## config.mk

```make
export PLATFORM = sky130hd
export DESIGN_NAME = suspend_pad_state_control
export DESIGN_NICKNAME = d
export VERILOG_FILES = /design/src/core/pad_state_pkg.sv /design/src/core/suspend_pad_state_control.sv /design/src/core/pad_state_cell.sv
export SDC_FILE = /design/constraint.sdc
export NUM_CORES = 1
export LEC_CHECK = 0
export BUFFER_PORTS_ARGS = -buffer_cell sky130_fd_sc_hd__buf_2
export CORE_UTILIZATION = 40
export DETAILED_ROUTE_END_ITERATION = 8
export GPL_ROUTABILITY_DRIVEN = 0
export HOLD_SLACK_MARGIN = 0.15
export PLACE_DENSITY = 0.8
export RECOVER_POWER = 50
export SLEW_MARGIN = 10
export SYNTH_ARGS = -nofsm -noshare
export SYNTH_HDL_FRONTEND = slang
export SYNTH_SLANG_ARGS = --single-unit
```

## constraint.sdc

```tcl
create_clock -name CLK_I -period 1.1 [get_ports CLK_I]
set_clock_uncertainty 0.1 [all_clocks]
set_input_delay 0.055 -clock CLK_I [delete_from_list [all_inputs] [get_ports CLK_I]]
set_output_delay 0.055 -clock CLK_I [all_outputs]
set_load 0.05 [all_outputs]
```

## src/core/pad_state_pkg.sv

```systemverilog
/*
  Shared types and constants for the suspend-aware pad-state control:
  pin indices, reset pull masks, pin directions and inactive levels.
  Assumes a single system clock and an active-low asynchronous reset.
*/
package pad_state_pkg;

  // Pin counts: bank A holds the power, battery-low and card-detect pins,
  // bank B the pins shared by parallel port, socket B and GPIO.
  localparam int NUM_A = 8;
  localparam int NUM_B = 11;
  localparam int NUM_PINS = NUM_A + NUM_B;

  // Bank A pin positions
  localparam int PIN_A_SUPPLY  = 0;
  localparam int PIN_A_VPP1    = 1;
  localparam int PIN_A_VPP2    = 2;
  localparam int PIN_B_SUPPLY  = 3;
  localparam int PIN_B_VPP1    = 4;
  localparam int PIN_B_VPP2    = 5;
  localparam int PIN_BATT_LOW  = 6;
  localparam int PIN_CARD_DET2 = 7;

  // Reset pulls per pin, bit 0 is pin 0; bank B sits at bits 18:8
  localparam logic [NUM_PINS-1:0] RST_PU_MASK = 19'h7ffc0;
  localparam logic [NUM_PINS-1:0] RST_PD_MASK = 19'h0003f;
  // Bank A GPIO inputs 5:0 pull down, the rest pull up
  localparam logic [NUM_A-1:0]    GPIO_A_PULL_DOWN = 8'h3f;

  // Bank B directions in parallel-port and socket use (1 = output)
  localparam logic [NUM_B-1:0] BANK_B_OUT_MASK = 11'h783;
  // Socket B inactive output levels; the reset line idles low
  localparam logic [NUM_B-1:0] SOCK_B_IDLE_LVL = 11'h683;

  typedef enum logic [2:0] {
    PF_GPIO  = 3'b000,
    PF_FIXED = 3'b001,
    PF_CDET  = 3'b010,
    PF_PAR   = 3'b011,
    PF_SOCK  = 3'b100
  } pin_func_t;

  typedef enum logic [1:0] {
    BANK_GPIO = 2'b00,
    BANK_PAR  = 2'b01,
    BANK_SOCK = 2'b10
  } bank_func_t;

  typedef struct packed {
    pin_func_t func;
    logic      drive;
    logic      pull_en;
    logic      pull_down;
    logic      pwr_off;
    logic      epp;
    logic      idle_lvl;
    logic      dout;
  } pad_req_t;

  typedef struct packed {
    logic oe;
    logic dout;
    logic pu;
    logic pd;
  } pad_ctl_t;

endpackage

```

## src/core/suspend_pad_state_control.sv

```systemverilog
/*
  Pad-state control for the multiplexed power, battery-low, card-detect,
  parallel-port, socket B and GPIO pins. Builds a request per pin from the
  function selects and instantiates one registered decoder per pin.
  Assumes the Suspend and power-off inputs come from the power manager on
  CLK_I; pad inputs arrive from pins and are synchronised here.
*/
// Summary of operation
// - Chip-select I/O inputs stay inputs through Suspend for wake-up sampling.
// - Chip-select I/O outputs keep driving through Suspend, value still programmable.
// - A disabled input pull stays disabled in every mode, Suspend included.
// - Chip-select I/O outputs always have both pulls forced off.
// - Battery-low function drives its pin in all modes with no pulls.
// - Card functions selectable per socket; power-control signals are always outputs.
// - Socket A second card detect pulls up at reset; software may disable it.
// - That input pulls down in Suspend when socket A powers off.
// - Otherwise it keeps its programmable pull-up through Suspend.
// - Shared bank B pins reset as GPIO with pull-ups on.
// - Socket B control pins follow socket A pull and Suspend handling.
// - Parallel pins pull up normally, except EPP outputs drive without pulls.
// - Parallel pins keep pull-ups in Suspend, pull-downs when port powers off, except EPP outputs.
// - EPP outputs hold their last pre-Suspend value throughout Suspend.
// - Socket B outputs have no pulls; inputs have software-disableable pull-ups.
// - In Suspend socket B outputs drive inactive, no pulls, unless powered off.
// - Powered-off socket B outputs float with pull-downs during Suspend.
// - Socket B inputs keep pull-up in Suspend, pull-downs when powered off.
// - GPIO pins do not change state on entering Suspend.
`timescale 1ns/1ps
module suspend_pad_state_control
  import pad_state_pkg::*;
(
  // Clock and reset
  input  wire logic                CLK_I,
  input  wire logic                NRST_I,
  // Power management
  input  wire logic                SUSPEND_I,
  input  wire logic                SOCK_A_PWR_OFF_I,
  input  wire logic                SOCK_B_PWR_OFF_I,
  input  wire logic                PAR_PWR_OFF_I,
  input  wire logic                EPP_MODE_I,
  // Function selects
  input  wire logic                SEL_BATT_LOW_I,
  input  wire logic                SEL_SOCK_A_I,
  input  wire logic                SEL_SOCK_B_I,
  input  wire logic [1:0]          BANK_B_SEL_I,
  // GPIO configuration and data
  input  wire logic [NUM_PINS-1:0] GPIO_DIR_OUT_I,
  input  wire logic [NUM_PINS-1:0] GPIO_PULL_EN_I,
  input  wire logic [NUM_PINS-1:0] GPIO_DOUT_I,
  // Alternate-function data and pulls
  input  wire logic                CARD_DET2_PULL_EN_I,
  input  wire logic                SOCK_B_IN_PULL_EN_I,
  input  wire logic                BATT_LOW_I,
  input  wire logic [2:0]          SOCK_A_PWR_DOUT_I,
  input  wire logic [2:0]          SOCK_B_PWR_DOUT_I,
  input  wire logic [NUM_B-1:0]    PAR_DOUT_I,
  input  wire logic [NUM_B-1:0]    SOCK_B_DOUT_I,
  // Pads
  input  wire logic [NUM_PINS-1:0] PAD_DIN_I,
  output logic      [NUM_PINS-1:0] PAD_OE_O,
  output logic      [NUM_PINS-1:0] PAD_DOUT_O,
  output logic      [NUM_PINS-1:0] PAD_PU_O,
  output logic      [NUM_PINS-1:0] PAD_PD_O,
  // Synchronised pin levels
  output logic      [NUM_PINS-1:0] PIN_DATA_O
);

  pad_req_t                req_w [NUM_PINS];
  pad_ctl_t                ctl_w [NUM_PINS];
  logic     [NUM_PINS-1:0] din_meta_ff;
  logic     [NUM_PINS-1:0] din_sync_ff;

  // Unknown bank B codes fall back to GPIO, the reset-time function
  wire bank_par  = (BANK_B_SEL_I == BANK_PAR);
  wire bank_sock = (BANK_B_SEL_I == BANK_SOCK);

  // Bank A: fixed-function outputs, the card-detect input or GPIO, chosen per socket or by the battery-low select
  genvar a;
  generate
    for (a = 0; a < NUM_A; a++) begin : g_bank_a
      wire       sel_fixed;
      pin_func_t alt_func;
      wire       alt_dout;

      if (a == PIN_BATT_LOW) begin : g_batt
        assign sel_fixed = SEL_BATT_LOW_I;
        assign alt_func  = PF_FIXED;
        assign alt_dout  = BATT_LOW_I;
      end else if (a == PIN_CARD_DET2) begin : g_cdet
        assign sel_fixed = SEL_SOCK_A_I;
        assign alt_func  = PF_CDET;
        assign alt_dout  = 1'b0;
      end else if (a <= PIN_A_VPP2) begin : g_pwr_a
        assign sel_fixed = SEL_SOCK_A_I;
        assign alt_func  = PF_FIXED;
        assign alt_dout  = SOCK_A_PWR_DOUT_I[a-PIN_A_SUPPLY];
      end else begin : g_pwr_b
        assign sel_fixed = SEL_SOCK_B_I;
        assign alt_func  = PF_FIXED;
        assign alt_dout  = SOCK_B_PWR_DOUT_I[a-PIN_B_SUPPLY];
      end

      wire       is_cdet  = (a == PIN_CARD_DET2) && sel_fixed;
      pin_func_t pin_func;
      assign pin_func = sel_fixed ? alt_func : PF_GPIO;

      assign req_w[a] = '{
        func:      pin_func,
        drive:     sel_fixed ? 1'b1 : GPIO_DIR_OUT_I[a],
        pull_en:   is_cdet ? CARD_DET2_PULL_EN_I : GPIO_PULL_EN_I[a],
        pull_down: GPIO_A_PULL_DOWN[a],
        pwr_off:   SOCK_A_PWR_OFF_I,
        epp:       1'b0,
        idle_lvl:  1'b0,
        dout:      sel_fixed ? alt_dout : GPIO_DOUT_I[a]
      };
    end
  endgenerate

  // Bank B: parallel port, socket B control or GPIO for the whole bank
  genvar b;
  generate
    for (b = 0; b < NUM_B; b++) begin : g_bank_b
      localparam int P = NUM_A + b;
      pin_func_t pin_func;
      wire       pin_drive;
      wire       pin_pull;
      wire       pin_off;
      wire       pin_dout;

      assign pin_func  = bank_par ? PF_PAR : (bank_sock ? PF_SOCK : PF_GPIO);
      assign pin_drive = (bank_par | bank_sock) ? BANK_B_OUT_MASK[b] : GPIO_DIR_OUT_I[P];
      // Socket inputs share one software pull enable
      assign pin_pull  = bank_sock ? SOCK_B_IN_PULL_EN_I : GPIO_PULL_EN_I[P];
      assign pin_off   = bank_par ? PAR_PWR_OFF_I : SOCK_B_PWR_OFF_I;
      assign pin_dout  = bank_par ? PAR_DOUT_I[b] : (bank_sock ? SOCK_B_DOUT_I[b] : GPIO_DOUT_I[P]);

      assign req_w[P] = '{
        func:      pin_func,
        drive:     pin_drive,
        pull_en:   pin_pull,
        pull_down: 1'b0,
        pwr_off:   pin_off,
        epp:       EPP_MODE_I,
        idle_lvl:  SOCK_B_IDLE_LVL[b],
        dout:      pin_dout
      };
    end
  endgenerate

  // One registered decoder per pad
  genvar p;
  generate
    for (p = 0; p < NUM_PINS; p++) begin : g_cell
      pad_state_cell #(
        .RST_PU (RST_PU_MASK[p]),
        .RST_PD (RST_PD_MASK[p])
      ) u_cell (
        .clk_i   (CLK_I),
        .rst_n_i (NRST_I),
        .req_i   (req_w[p]),
        .susp_i  (SUSPEND_I),
        .ctl_o   (ctl_w[p])
      );

      assign PAD_OE_O[p]   = ctl_w[p].oe;
      assign PAD_DOUT_O[p] = ctl_w[p].dout;
      assign PAD_PU_O[p]   = ctl_w[p].pu;
      assign PAD_PD_O[p]   = ctl_w[p].pd;
    end
  endgenerate

  // Pin levels are asynchronous; the meta stage feeds only the sync stage
  always_ff @(posedge CLK_I or negedge NRST_I) begin
    if (!NRST_I) begin
      din_meta_ff <= '0;
      din_sync_ff <= '0;
    end else begin
      din_meta_ff <= PAD_DIN_I;
      din_sync_ff <= din_meta_ff;
    end
  end

  assign PIN_DATA_O = din_sync_ff;

endmodule

```

## src/core/pad_state_cell.sv

```systemverilog
/*
  One pad's state decoder: output enable, data, pull-up and pull-down,
  registered from the pin's function, direction, Suspend and power-off.
  Assumes all request inputs are on the cell's clock.
*/
`timescale 1ns/1ps
module pad_state_cell
  import pad_state_pkg::*;
#(
  parameter logic RST_PU = 1'b1,
  parameter logic RST_PD = 1'b0
) (
  // Clock and reset
  input  wire logic     clk_i,
  input  wire logic     rst_n_i,
  // Request
  input  wire pad_req_t req_i,
  input  wire logic     susp_i,
  // Pad control
  output pad_ctl_t      ctl_o
);

  // Both resistors on at reset would fight, so refuse such a build
  if (RST_PU && RST_PD) begin : g_bad_reset_pulls
    $error("pad_state_cell: pull-up and pull-down cannot both reset on");
  end

  logic     hold_ff;
  pad_ctl_t ctl_ff;
  pad_ctl_t nxt_ctl;

  wire is_out = req_i.drive;
  wire off    = susp_i & req_i.pwr_off;

  // GPIO ignores Suspend; outputs never carry a pull
  wire g_pu = ~is_out & req_i.pull_en & ~req_i.pull_down;
  wire g_pd = ~is_out & req_i.pull_en & req_i.pull_down;

  wire c_pd = off;
  wire c_pu = ~off & req_i.pull_en;

  // EPP outputs freeze on the value latched before Suspend
  wire p_hold = susp_i & req_i.epp & is_out;
  wire p_oe   = is_out & (~susp_i | req_i.epp | ~req_i.pwr_off);
  wire p_pd   = susp_i & req_i.pwr_off & ~p_hold;
  wire p_pu   = ~p_pd & ~(is_out & req_i.epp);

  wire s_oe   = is_out & ~off;
  wire s_dout = susp_i ? req_i.idle_lvl : req_i.dout;
  wire s_pd   = off;
  wire s_pu   = ~is_out & ~off & req_i.pull_en;

  always_comb begin
    nxt_ctl = '0;
    case (req_i.func)
      PF_GPIO: begin
        nxt_ctl = '{oe: is_out, dout: req_i.dout, pu: g_pu, pd: g_pd};
      end
      PF_FIXED: begin
        nxt_ctl = '{oe: 1'b1, dout: req_i.dout, pu: 1'b0, pd: 1'b0};
      end
      PF_CDET: begin
        nxt_ctl = '{oe: 1'b0, dout: 1'b0, pu: c_pu, pd: c_pd};
      end
      PF_PAR: begin
        nxt_ctl = '{oe: p_oe, dout: p_hold ? hold_ff : req_i.dout, pu: p_pu, pd: p_pd};
      end
      PF_SOCK: begin
        nxt_ctl = '{oe: s_oe, dout: s_dout, pu: s_pu, pd: s_pd};
      end
      default: begin
        nxt_ctl = '0;
      end
    endcase
    // Never fight the two resistors against each other
    nxt_ctl.pu = nxt_ctl.pu & ~nxt_ctl.pd;
  end

  always_ff @(posedge clk_i or negedge rst_n_i) begin
    if (!rst_n_i) begin
      hold_ff <= 1'b0;
    end else if (!susp_i) begin
      hold_ff <= req_i.dout;
    end
  end

  always_ff @(posedge clk_i or negedge rst_n_i) begin
    if (!rst_n_i) begin
      ctl_ff <= '{oe: 1'b0, dout: 1'b0, pu: RST_PU, pd: RST_PD};
    end else begin
      ctl_ff <= nxt_ctl;
    end
  end

  assign ctl_o = ctl_ff;

endmodule

```

After elaboration in Yosys (flattened, before gate mapping):

Index checks and enable logic that the tools add are counted.

* input bits: 119
* bits in registers: 125
* word-level logic and storage cells: 493

* muxes and demuxes: 117
* bitwise gates (word level): 260
* equal/unequal tests: 22
* reductions and logical operators: 5

Operators with widths (number)
* $pmux W4 S5: 19
* $and A1 B1 Y1: 180
* $mux W1: 95
* $not A1 Y1: 76
* $logic_not A3 Y1: 5
* $eq A1 B2 Y1 const B: 6
* $eq A1 B3 Y1 const B: 3
* $eq A2 B2 Y1 const B: 3
* $eq A3 B2 Y1 const B: 2
* $mux W3: 2
* $eq A2 B1 Y1 const B: 2
* $or A1 B1 Y1: 4
* $eq A1 B1 Y1 const B: 3
* $eq A2 B3 Y1 const B: 1
* $eq A3 B1 Y1 const B: 1
* $eq A3 B3 Y1 const B: 1
* $mux W2: 1

Depth between registers and ports, before layout:

Gate-level depths: netlist (run 1).

* word-level depth: 11
* depth in mapped cells: 9
* depth with buffers taken out: 6

Cells and area by module:

Synthesis (run 1) repeated with hierarchy kept, for this count alone.

* cell total of the unflattened synthesis: 878
* area total of the unflattened synthesis: 8170.3 um^2

Modules (own cells, without submodules)
* pad_state_cell: cells an instance 39, area each 346.6 um^2, seq. area each 126.4 um^2, times used 19
* suspend_pad_state_control: cells an instance 137, area each 1585.3 um^2, seq. area each 950.9 um^2, times used 1

Least setup slack after synthesis (run 1):

OpenSTA, ideal clock, no wires.

* path kind: input to register
* from: input BANK_B_SEL_I[0]
* to: register g_cell[12].u_cell.ctl_ff, in the netlist g_cell[12].u_cell.ctl_o[1]
* buffers on the path: 2
* cell stages on the path: 8
* required time: 0.932 ns
* setup time: 0.068 ns
* setup slack: -0.236 ns
* data arrival time: 1.168 ns
* cells stage by stage: inv_1 -> ha_1 -> buf_6 -> buf_6 -> nand3_1 -> a222oi_1 -> a31oi_1 -> nor2_1

RTL lines
* start: declaration: line suspend_pad_state_control.sv:45 `input wire logic [1:0] BANK_B_SEL_I,`
* end signal: assignment: line pad_state_cell.sv:89 `ctl_ff <= '{oe: 1'b0, dout: 1'b0, pu: RST_PU, pd: RST_PD};`
* end signal: assignment: line pad_state_cell.sv:91 `ctl_ff <= nxt_ctl;`
* end: declaration: line pad_state_cell.sv:29 `pad_ctl_t ctl_ff;`

Worst setup path after layout (run 1):

* from: register g_cell[2].u_cell.ctl_ff, in the netlist g_cell[2].u_cell.ctl_o[0]
* to: output PAD_PD_O[2]

RTL lines
* start: declaration: line pad_state_cell.sv:29
* start signal: assignment: line pad_state_cell.sv:89
* start signal: assignment: line pad_state_cell.sv:91
* end: declaration: line suspend_pad_state_control.sv:63 `output logic [NUM_PINS-1:0] PAD_PD_O,`

No word-level cell between the ends.

==> impl_metrics.env, run 1 <==
export IMPL_ant_nets=0
export IMPL_wl_per_cell_um=19.6
export IMPL_vias=4959
export IMPL_drt_total_wl_mm=18.8
export IMPL_antenna_found_initial=2
export IMPL_rows=40
export IMPL_setup_violations=64
export IMPL_hold_ws_ns=-0.113
export IMPL_yosys_top_cells_area="dfrtp_1, dfstp_2, nand2_1"
export IMPL_fillers=667
export IMPL_crit_required_ns=0.94
export IMPL_syn2layout_area_growth_pct=85.3
export IMPL_fin_crit_sh_pct=115
export IMPL_cp_start_kind="flip-flop"
export IMPL_synthFlopType="dfrtp_1"
export IMPL_synth_seq_area_share_pct=60.9
export IMPL_drt_met1_wl_mm=6.99
export IMPL_dp_final_hpwl_mm=10.7
export IMPL_ios=214
export IMPL_critPathMaxFanout=1
export IMPL_violations="hold timing, setup timing"
export IMPL_comb_power_share_pct=24.0
export IMPL_switchingPower_uw=4310
export IMPL_synth_seq_cells=118
export IMPL_end_kind="output port"
export IMPL_vdd_drop_max_uv=1330
export IMPL_placed_cells=802
export IMPL_final_nets=918
export IMPL_ys_warn_count=0
export IMPL_worst_hold_path_type="input port to flip-flop"
export IMPL_avgSynthCellArea_um2=11.6
export IMPL_relSlewSlack_pct=58.6
export IMPL_io_buffer_count=206
export IMPL_reg2reg_slack_ns=0.06
export IMPL_synth_edff_count=0
export IMPL_slew_viol_final=0
export IMPL_final_layout_size_suffix_gt1_share_pct=46.7
export IMPL_wl_met3_mm=1.36
export IMPL_grtUsageTotal_pct=29.7
export IMPL_internal_power_uw=9800
export IMPL_drc=0
export IMPL_tightest_slew_ns=0.620
export IMPL_hold_path_depth=2
export IMPL_yosysTopAreaCell="dfrtp_1"
export IMPL_crit_family="flip-flops"
export IMPL_initial_core_util_pct=40.9
export IMPL_die_h_um=113
export IMPL_path_class="flip-flop to output port"
export IMPL_clock_latency_ns=0.41
export IMPL_finalNonFillerCells=959
export IMPL_ys_types=46
export IMPL_numCtsBuffers=17
export IMPL_fin_crit_ns=1.26
export IMPL_crit_chain="buf_8"
export IMPL_via_per_inst=5.17
export IMPL_drt_iter0_drc=386
export IMPL_worst_slack_ns=-0.160
export IMPL_synthesis_area_mm2=0.00489
export IMPL_slowest_stage="dfstp_2"
export IMPL_cp_num_buf_inv=1
export IMPL_dieWidth_um=113
export IMPL_cts_tree="built"
export IMPL_dr_wl_met2_mm=9.73
export IMPL_p_sw_share_pct=30.5
export IMPL_crit_cells=1
export IMPL_firstDrtPassIters=6
export IMPL_cts_root_buf="clkbuf_16"
export IMPL_seq_power_share_pct=34.8
export IMPL_grt_start_max_net_pins=47
export IMPL_dieArea_mm2=0.0127
export IMPL_synthCells=421
export IMPL_rsz0062_at_grt="yes"
export IMPL_power_density_mw_per_mm2=1560
export IMPL_p_total_uw=14100
export IMPL_cts_max_path_buffers=2
export IMPL_htree_levels=4
export IMPL_async_flop_share_pct=100
export IMPL_hold_viol=4
export IMPL_cts_reportedPaths_clkPinSlew_ns=0.06
export IMPL_max_freq_mhz=793
export IMPL_top_layer_used="met4"
export IMPL_grt_pass1_vias=5185
export IMPL_critPathMaxStageDelay_ns=0.56
export IMPL_cp_arrival_ns=1.11
export IMPL_p_clk_share_pct=41.2
export IMPL_netlist_area_leader_share_pct=50.7
export IMPL_status="finished, violations left"
export IMPL_r2r_cells=4
export IMPL_p_leak_uw=0.00429
export IMPL_grt_overflow=0
export IMPL_cts_sinks=118
export IMPL_max_cap_violations=0
export IMPL_core_mm2=0.0120
export IMPL_grt_pass1_wl_mm=28.0
## power groups by stage
stage	sequential [µW]	clock, µW	combinational (µW)
2_1_floorplan	5770	0	756
3_3_place_gp	4880	0	2470
3_5_place_dp	4890	0	2510
4_1_cts	4900	5780	3240
5_1_grt	4940	6040	3540
6_report	4920	5810	3380
## metal layers
metal  vias to the layer above  global-route usage [%]
met5                         -                       0
met2                       284                    53.0
met3                        57                    9.13
li1                       2211                       -
met4                         0                    13.5
met1                      2407                    32.2
## synthesized netlist by cell type (2+ instances only)
cell / n
o21ai_0: 13
nor2b_1: 12
dfrtp_1: 99
buf_6: 6
ha_1: 3
o211ai_1: 10
mux2i_1: 8
mux2_2: 10
buf_4: 12
nand2_2: 2
nor2_1: 29
or2b_1: 3
a21oi_2: 10
nand2_1: 40
nand3_1: 13
a21oi_1: 11
a21o_1: 6
dfstp_2: 19
o22ai_1: 3
nand4_1: 4
a22oi_1: 3
and2_1: 2
clkbuf_1: 5
a222oi_1: 3
inv_1: 11
or2_2: 7
a221o_1: 4
a211oi_1: 6
buf_2: 9
nor3b_2: 2
nand2b_1: 19
a31oi_1: 15
and3_1: 9
## through the flow
stage	TNS, ns	setup WS, ns	hold WS (ns)	util [%]	instance area [µm²]
floorplan	-3.68	-0.173	-0.341	-	5040
CTS	-4.43	-0.167	0.0362	74.9	8960
global route	-6.21	-0.184	-0.0989	75.7	9050
global placement	-20.08	-0.469	-0.180	54.0	6460
finish	-4.14	-0.160	-0.113	75.7	9060
detailed placement	-22.63	-0.528	-0.182	54.0	6460
## sequential cells by signal, indices dropped and copies added (netlist names)
name                   count
g_cell.u_cell.ctl_o       69
g_cell.u_cell.hold_ff     11
PIN_DATA_O                19
din_meta_ff               19
## final cells by class
| cell class | count | area, µm² | share of cell area, % |
|---|---|---|---|
| Inverter | 12 | 70.1 | 0.774 |
| Multi-Input combinational cell | 264 | 1850 | 20.4 |
| Timing Repair Buffer | 383 | 3350 | 37.0 |
| Antenna cell | 3 | 7.51 | 0.0829 |
| Clock inverter | 15 | 190 | 2.10 |
| Sequential cell | 118 | 2980 | 32.9 |
| Tap cell | 147 | 184 | 2.03 |
| Clock buffer | 17 | 425 | 4.70 |
## cell usage in the layout (no fill, tap or decap), types with 5 or more instances in the layout
cell type      instances
dlygate4sd3_1        115
buf_2                106
dfrtp_1               99
buf_6                 71
buf_4                 55
nand2_1               36
nor2_1                28
buf_8                 21
dfstp_2               19
clkbuf_16             17
a31oi_1               14
nand2b_1              14
a21oi_2               11
a21oi_1               10
nand3_1               10
o211ai_1              10
inv_1                  9
and3_1                 8
o21ai_1                8
nor2b_1                8
mux2i_1                7
or2_2                  7
mux2_2                 7
conb_1                 7
inv_6                  7
a21o_1                 6
nand2b_4               5
clkbuf_1               5
## logic make-up after synthesis
logic type,Yosys count,synth area share (%)
fa+ha+maj,3,0.768
flops,118,60.9
mux,19,4.40
other cells,1,0.0767
compound gates,89,12.9
simple gates,146,15.2
buf+inv,45,5.76
## repair_timing
item                                    in CTS  in global routing
endpoints found under the setup margin     110                141
pin swaps                                    3                 17
gates resized for setup                    203                 33
setup buffers                                4                  3
hold endpoints to repair                   217                 32
hold buffers                               119                  6
## worst paths after layout
path,start,end
setup / recovery,g_cell[2].u_cell.ctl_o[0],PAD_PD_O[2]
hold / removal,GPIO_DIR_OUT_I[12],g_cell[12].u_cell.ctl_o[3]
setup reg to reg,g_cell[16].u_cell.hold_ff,g_cell[16].u_cell.ctl_o[2]
hold reg to reg,din_meta_ff[7],PIN_DATA_O[7]
max in group asynchronous,NRST_I,din_meta_ff[16]
min in group asynchronous,NRST_I,PIN_DATA_O[10]
Note: power is estimated with default switching activity, not from simulation.
==> inputs of run 2 (changes only) <==
--- a/config.mk
+++ b/config.mk
@@ -10,9 +10,11 @@
 export DETAILED_ROUTE_END_ITERATION = 8
 export GPL_ROUTABILITY_DRIVEN = 0
 export HOLD_SLACK_MARGIN = 0.15
-export PLACE_DENSITY = 0.8
+export PLACE_DENSITY = 0.74
 export RECOVER_POWER = 50
+export SETUP_SLACK_MARGIN = 0.1
 export SLEW_MARGIN = 10
 export SYNTH_ARGS = -nofsm -noshare
 export SYNTH_HDL_FRONTEND = slang
+export SYNTH_HIERARCHICAL = 1
 export SYNTH_SLANG_ARGS = --single-unit
==> run 2 against run 1 <==
The flow still finishes with violations (hold timing, setup timing). Sequential share of layout area shrank 10 points. Utilization rose by 0.14 points. Total power increased by 23%. Register-to-register slack got worse by 0.19 ns. Global-route usage down 1.2 points. Critical path depth up 7. Clock power rose by 4.0%. Maximum frequency is 15% lower. Non-clock buffer count rose by 89. Combinational power is 70% higher. Die area grew 66%. Largest power group unchanged.
==> impl_metrics.env, run 2 <==
export IMPL_placed_cells=1718
export IMPL_slowest_stage="a2111oi_2"
export IMPL_critPathMaxFanout=4
export IMPL_path_class="input port to flip-flop"
export IMPL_cp_arrival_ns=1.70
export IMPL_internal_power_uw=11600
export IMPL_largest_reg_flops=76
export IMPL_rr_endpoint="g_cell[17].u_cell/ctl_o[2]"
export IMPL_utilization_pct=75.9
export IMPL_drc=0
export IMPL_vdd_drop_max_uv=838
export IMPL_relSlewSlack_pct=41.6
export IMPL_rows=51
export IMPL_final_cell_mix="conb_1, buf_4, dfrtp_1"
export IMPL_clock_latency_ns=0.42
export IMPL_netlist_area_leader_share_pct=34.9
export IMPL_p_total_uw=17400
export IMPL_cp_num_buf_inv=2
export IMPL_numCtsBuffers=17
export IMPL_crit_chain="buf_12 -> ha_4 -> buf_6 -> mux2i_4 -> o21ai_4 -> nand2b_4 -> a2111oi_2 -> a311o_1"
export IMPL_p_leak_uw=0.00689
export IMPL_firstDrtPassIters=6
export IMPL_via_per_inst=5.34
export IMPL_endpoint="g_cell[17].u_cell/ctl_o[2]"
export IMPL_ant_nets=0
export IMPL_grt_pass1_vias=9629
export IMPL_grt_start_max_net_pins=30
export IMPL_crit_required_ns=1.32
export IMPL_end_kind="flip-flop"
export IMPL_yosysTopAreaCell="dfrtp_1"
export IMPL_tightest_slew_ns=0.876
export IMPL_grt_pass1_wl_mm=48.1
export IMPL_htree_levels=4
export IMPL_p_sw_share_pct=33.5
export IMPL_synth_seq_cells=133
export IMPL_hold_viol=23
export IMPL_worst_slack_ns=-0.380
export IMPL_synth_edff_count=0
export IMPL_seq_power_share_pct=32.1
export IMPL_ys_warn_count=6
export IMPL_worst_hold_path_type="input port to flip-flop"
export IMPL_critPathMaxStageDelay_ns=0.38
export IMPL_yosys_top_cells_area="dfrtp_1, dfstp_2, nand2_1"
export IMPL_status="finished, violations left"
export IMPL_cts_reportedPaths_clkPinSlew_ns=0.07
export IMPL_io_buffer_count=213
export IMPL_cts_tree="built"
export IMPL_crit_family="compound AO/OA/AOI/OAI gates"
export IMPL_initial_core_util_pct=41.4
export IMPL_vias=9782
export IMPL_fin_crit_ns=1.48
export IMPL_finalNonFillerCells=1831
export IMPL_slew_viol_final=0
export IMPL_final_nets=1673
export IMPL_ys_types=36
export IMPL_drt_iter0_drc=695
export IMPL_p_clk_share_pct=34.8
export IMPL_cts_max_path_buffers=2
export IMPL_synthesis_area_mm2=0.00817
export IMPL_syn2layout_area_growth_pct=83.1
export IMPL_dp_final_hpwl_mm=18.1
export IMPL_power_density_mw_per_mm2=1160
export IMPL_reg2reg_slack_ns=-0.13
export IMPL_crit_start="BANK_B_SEL_I[1]"
export IMPL_grtUsageTotal_pct=28.5
export IMPL_cts_root_buf="clkbuf_16"
export IMPL_cp_start_kind="input port"
export IMPL_dieWidth_um=145
export IMPL_synthCells=878
export IMPL_antenna_found_initial=2
export IMPL_layout_commonest_cell="conb_1"
export IMPL_wl_per_cell_um=18.4
export IMPL_violations="hold timing, setup timing"
export IMPL_comb_power_share_pct=33.2
export IMPL_rsz0062_at_grt="yes"
export IMPL_fillers=1161
export IMPL_cts_sinks=133
export IMPL_core_mm2=0.0197
export IMPL_synth_common_cells="nand2_1, dfrtp_1, nor2b_1"
export IMPL_dp_slack_ns=-0.739
export IMPL_r2r_start="g_cell[17].u_cell/hold_ff"
export IMPL_max_freq_mhz=676
export IMPL_dieArea_mm2=0.0210
export IMPL_crit_cells=8
export IMPL_r2r_cells=3
export IMPL_final_layout_size_suffix_gt1_share_pct=42.4
export IMPL_die_h_um=145
export IMPL_switchingPower_uw=5830
export IMPL_grt_overflow=0
export IMPL_synthFlopType="dfrtp_1"
export IMPL_fin_crit_sh_pct=135
export IMPL_ios=214
export IMPL_drt_total_wl_mm=33.7
export IMPL_synth_seq_area_share_pct=41.0
export IMPL_avgSynthCellArea_um2=9.31
export IMPL_max_cap_violations=0
export IMPL_async_flop_share_pct=100
export IMPL_hold_ws_ns=-0.0673
export IMPL_synth_most_common_cell="nand2_1"
export IMPL_setup_violations=140
==> run 2: kinds of logic after synthesis <==
logic type	after synthesis	synth area share, %
multiplexers	20	2.59
flip-flops	133	41.0
AO/OA/AOI/OAI	231	22.9
buffers and inverters	78	5.70
adder cells (fa/ha/maj)	2	0.306
AND/OR/NAND/NOR	412	27.4
other	2	0.0919
==> run 2: cell type report <==
type	instances	area, µm²	area share [%]
multi-input combinational	877	6110	40.9
inverter	51	216	1.45
antenna	1	2.50	0.0167
sequential	133	3350	22.4
clock buffer	21	470	3.15
tap	265	332	2.22
timing repair buffer	472	4320	28.9
clock inverter	11	150	1.00
==> run 2: tightest hold or removal path, cell delays in order <==
cell and delay, ns:
buf_2 0.07, mux2_1 0.15, nand2b_1 0.08, nand2_1 0.06
==> run 2: through the flow <==
step           hold slack (ns)  TNS (ns)  area, µm²
2_1_floorplan           -0.341    -36.66       9100
3_3_place_gp            -0.138    -30.64      11700
3_5_place_dp            -0.138    -32.18      11700
4_1_cts                -0.0870     -8.57      14300
5_1_grt                -0.0653    -26.22      15000
6_report               -0.0673    -13.18      15000
==> run 2: power groups by stage <==
stage / Clock (µW) / Combinational (µW) / Sequential [µW]
floorplan: 0 / 1540 / 6550
global placement: 0 / 4090 / 5540
detailed placement: 0 / 4150 / 5540
CTS: 6090 / 5170 / 5550
global route: 6350 / 6060 / 5610
finish: 6040 / 5760 / 5580
==> run 2: timing repair <==
| item | in CTS | in global routing |
|---|---|---|
| endpoints found under the hold margin | 235 | 80 |
| pin swaps | 43 | 27 |
| setup endpoints to repair | 146 | 151 |
| gates resized for setup | 364 | 74 |
| hold buffers | 31 | 2 |
| buffers inserted | 25 | 18 |
| cloned | 7 | 1 |
==> run 2: worst min-delay path by stage <==
stage / endpoint / depth (start not counted) / slack (ns) / start
finish: g_cell[3].u_cell/hold_ff / 4 / -0.07 / GPIO_DOUT_I[3]
detailed placement: g_cell[0].u_cell/ctl_o[1] / 1 / -0.14 / NRST_I
global route: g_cell[0].u_cell/hold_ff / 4 / -0.07 / GPIO_DOUT_I[0]
floorplan: PIN_DATA_O[0] / 0 / -0.34 / NRST_I
CTS: g_cell[3].u_cell/hold_ff / 4 / -0.09 / SOCK_B_PWR_DOUT_I[0]
global placement: g_cell[2].u_cell/hold_ff / 1 / -0.14 / NRST_I
==> run 2: metal layers <==
| layer | part of all wire [%] | track usage, % |
|---|---|---|
| met5 | 0 | 0 |
| met4 | 6.2 | 16.3 |
| met3 | 7.0 | 5.06 |
| met2 | 50 | 50.8 |
| met1 | 37 | 31.9 |
==> inputs of run 3 (changes only) <==
--- a/config.mk
+++ b/config.mk
@@ -13,6 +13,7 @@
 export PLACE_DENSITY = 0.74
 export RECOVER_POWER = 50
 export SETUP_SLACK_MARGIN = 0.1
+export SKIP_CTS_REPAIR_TIMING = 1
 export SLEW_MARGIN = 10
 export SYNTH_ARGS = -nofsm -noshare
 export SYNTH_HDL_FRONTEND = slang
==> run 3 against run 2 <==
The flow still finishes with violations (hold timing, setup timing). Maximum frequency increased by 8.8%. Critical path depth up 2. Register-to-register slack better by 0.10 ns. Final cell count is 1.4% lower. Via count decreased by 4.9%. Non-clock buffer count is 24 lower. Sequential power about the same. Combinational power shrank 6.3%. Global-route usage is 5.2 points lower. Critical endpoint is now g_cell[8].u_cell/ctl_o[2]. Largest cell class unchanged. Largest power group unchanged.
==> impl_metrics.env, run 3 (synthesis results as in run 2) <==
export IMPL_hold_ws_ns=-0.0722
export IMPL_utilization_pct=72.9
export IMPL_numCtsBuffers=17
export IMPL_fin_crit_ns=1.36
export IMPL_dp_slack_ns=-0.739
export IMPL_dieWidth_um=145
export IMPL_fin_crit_sh_pct=124
export IMPL_core_mm2=0.0197
export IMPL_firstDrtPassIters=5
export IMPL_worst_hold_path_type="input port to flip-flop"
export IMPL_r2r_cells=3
export IMPL_critPathMaxStageDelay_ns=0.31
export IMPL_reg2reg_slack_ns=-0.03
export IMPL_crit_chain="buf_12 -> inv_12 -> ha_4 -> buf_12 -> mux2i_4 -> o21ai_4 -> nand2b_4 -> buf_4 -> a21oi_1 -> a311o_1"
export IMPL_end_kind="flip-flop"
export IMPL_critPathMostFrequentCell="buf_12"
export IMPL_drt_total_wl_mm=29.8
export IMPL_endpoint="g_cell[8].u_cell/ctl_o[2]"
export IMPL_fillers=1301
export IMPL_syn2layout_area_growth_pct=76.0
export IMPL_max_cap_violations=0
export IMPL_layout_commonest_cell="conb_1"
export IMPL_worst_slack_ns=-0.259
export IMPL_io_buffer_count=213
export IMPL_cts_reportedPaths_clkPinSlew_ns=0.07
export IMPL_antenna_found_initial=0
export IMPL_relSlewSlack_pct=42.2
export IMPL_finalNonFillerCells=1805
export IMPL_grtUsageTotal_pct=23.3
export IMPL_placed_cells=1718
export IMPL_rsz0062_at_grt="yes"
export IMPL_crit_required_ns=1.29
export IMPL_via_per_inst=5.15
export IMPL_crit_start="BANK_B_SEL_I[0]"
export IMPL_setup_violations=127
export IMPL_status="finished, violations left"
export IMPL_largest_reg_flops=76
export IMPL_cp_start_kind="input port"
export IMPL_grt_pass1_wl_mm=39.9
export IMPL_grt_pass1_vias=8423
export IMPL_rr_endpoint="g_cell[13].u_cell/ctl_o[2]"
export IMPL_tightest_slew_ns=0.868
export IMPL_cts_root_buf="clkbuf_16"
export IMPL_cp_arrival_ns=1.55
export IMPL_wl_per_cell_um=16.5
export IMPL_die_h_um=145
export IMPL_grt_overflow=0
export IMPL_cp_num_buf_inv=4
export IMPL_hold_viol=28
export IMPL_vdd_drop_max_uv=875
export IMPL_dieArea_mm2=0.0210
export IMPL_crit_cells=10
export IMPL_slew_viol_final=0
export IMPL_dp_final_hpwl_mm=18.1
export IMPL_p_total_uw=17000
export IMPL_r2r_start="g_cell[13].u_cell/hold_ff"
export IMPL_power_density_mw_per_mm2=1180
export IMPL_p_leak_uw=0.00663
export IMPL_cts_tree="built"
export IMPL_max_freq_mhz=736
export IMPL_cts_sinks=133
export IMPL_final_cell_mix="conb_1, buf_4, dfrtp_1"
export IMPL_drt_iter0_drc=592
export IMPL_crit_family="buffers and inverters"
export IMPL_htree_levels=4
export IMPL_rows=51
export IMPL_ant_nets=0
export IMPL_grt_start_max_net_pins=38
export IMPL_ios=214
export IMPL_final_layout_size_suffix_gt1_share_pct=40.3
export IMPL_violations="hold timing, setup timing"
export IMPL_diodes=0
export IMPL_final_nets=1648
export IMPL_path_class="input port to flip-flop"
export IMPL_cts_max_path_buffers=2
export IMPL_vias=9301
export IMPL_clock_latency_ns=0.42
export IMPL_critPathMaxFanout=16
export IMPL_slowest_stage="a311o_1"
export IMPL_initial_core_util_pct=41.4
export IMPL_drc=0
run 3: worst min path at each step:
stage	from	to	slack, ns	depth (start not counted)
after floorplan	NRST_I	PIN_DATA_O[0]	-0.34	0
after global routing	GPIO_DOUT_I[0]	g_cell[0].u_cell/hold_ff	-0.07	4
after CTS	NRST_I	g_cell[0].u_cell/ctl_o[1]	-0.59	1
after detailed placement	NRST_I	g_cell[0].u_cell/ctl_o[1]	-0.14	1
after global placement	NRST_I	g_cell[2].u_cell/hold_ff	-0.14	1
final	SOCK_B_PWR_DOUT_I[0]	g_cell[3].u_cell/hold_ff	-0.07	4
run 3: power by group:
| part | internal (µW) | leakage (µW) | switching [µW] | total [µW] |
|---|---|---|---|---|
| clock | 3760 | 0.000300 | 2250 | 6010 |
| sequential | 5330 | 0.00159 | 236 | 5560 |
| combinational | 2290 | 0.00474 | 3110 | 5400 |
| total | 11400 | 0.00663 | 5600 | 17000 |
run 3: layout make-up:
| cell class | instances | area (µm²) | area share, % |
|---|---|---|---|
| Tap cell | 265 | 332 | 2.31 |
| Clock inverter | 11 | 150 | 1.04 |
| Inverter | 51 | 216 | 1.51 |
| Timing Repair Buffer | 448 | 3880 | 27.0 |
| Multi-Input combinational cell | 876 | 5980 | 41.6 |
| Sequential cell | 133 | 3350 | 23.3 |
| Clock buffer | 21 | 470 | 3.27 |
run 3: tightest hold or removal path: stages:
cell and delay (ns):
buf_2 0.07, mux2_2 0.16, nand2b_1 0.07, nand2_1 0.06
run 3: per-layer routing:
layer	global-route usage, %	wire length (µm)	vias up
met4	10.1	1390	0
met1	28.5	11500	4385
met5	0	0	-
met2	40.4	15300	405
li1	-	-	4392
met3	3.49	1560	119
run 3: stage by stage:
stage / instance area [µm²] / setup TNS [ns]
6_report: 14400 / -10.30
5_1_grt: 14400 / -24.10
4_1_cts: 12300 / -18.55
3_5_place_dp: 11700 / -32.18
3_3_place_gp: 11700 / -30.64
2_1_floorplan: 9100 / -36.66
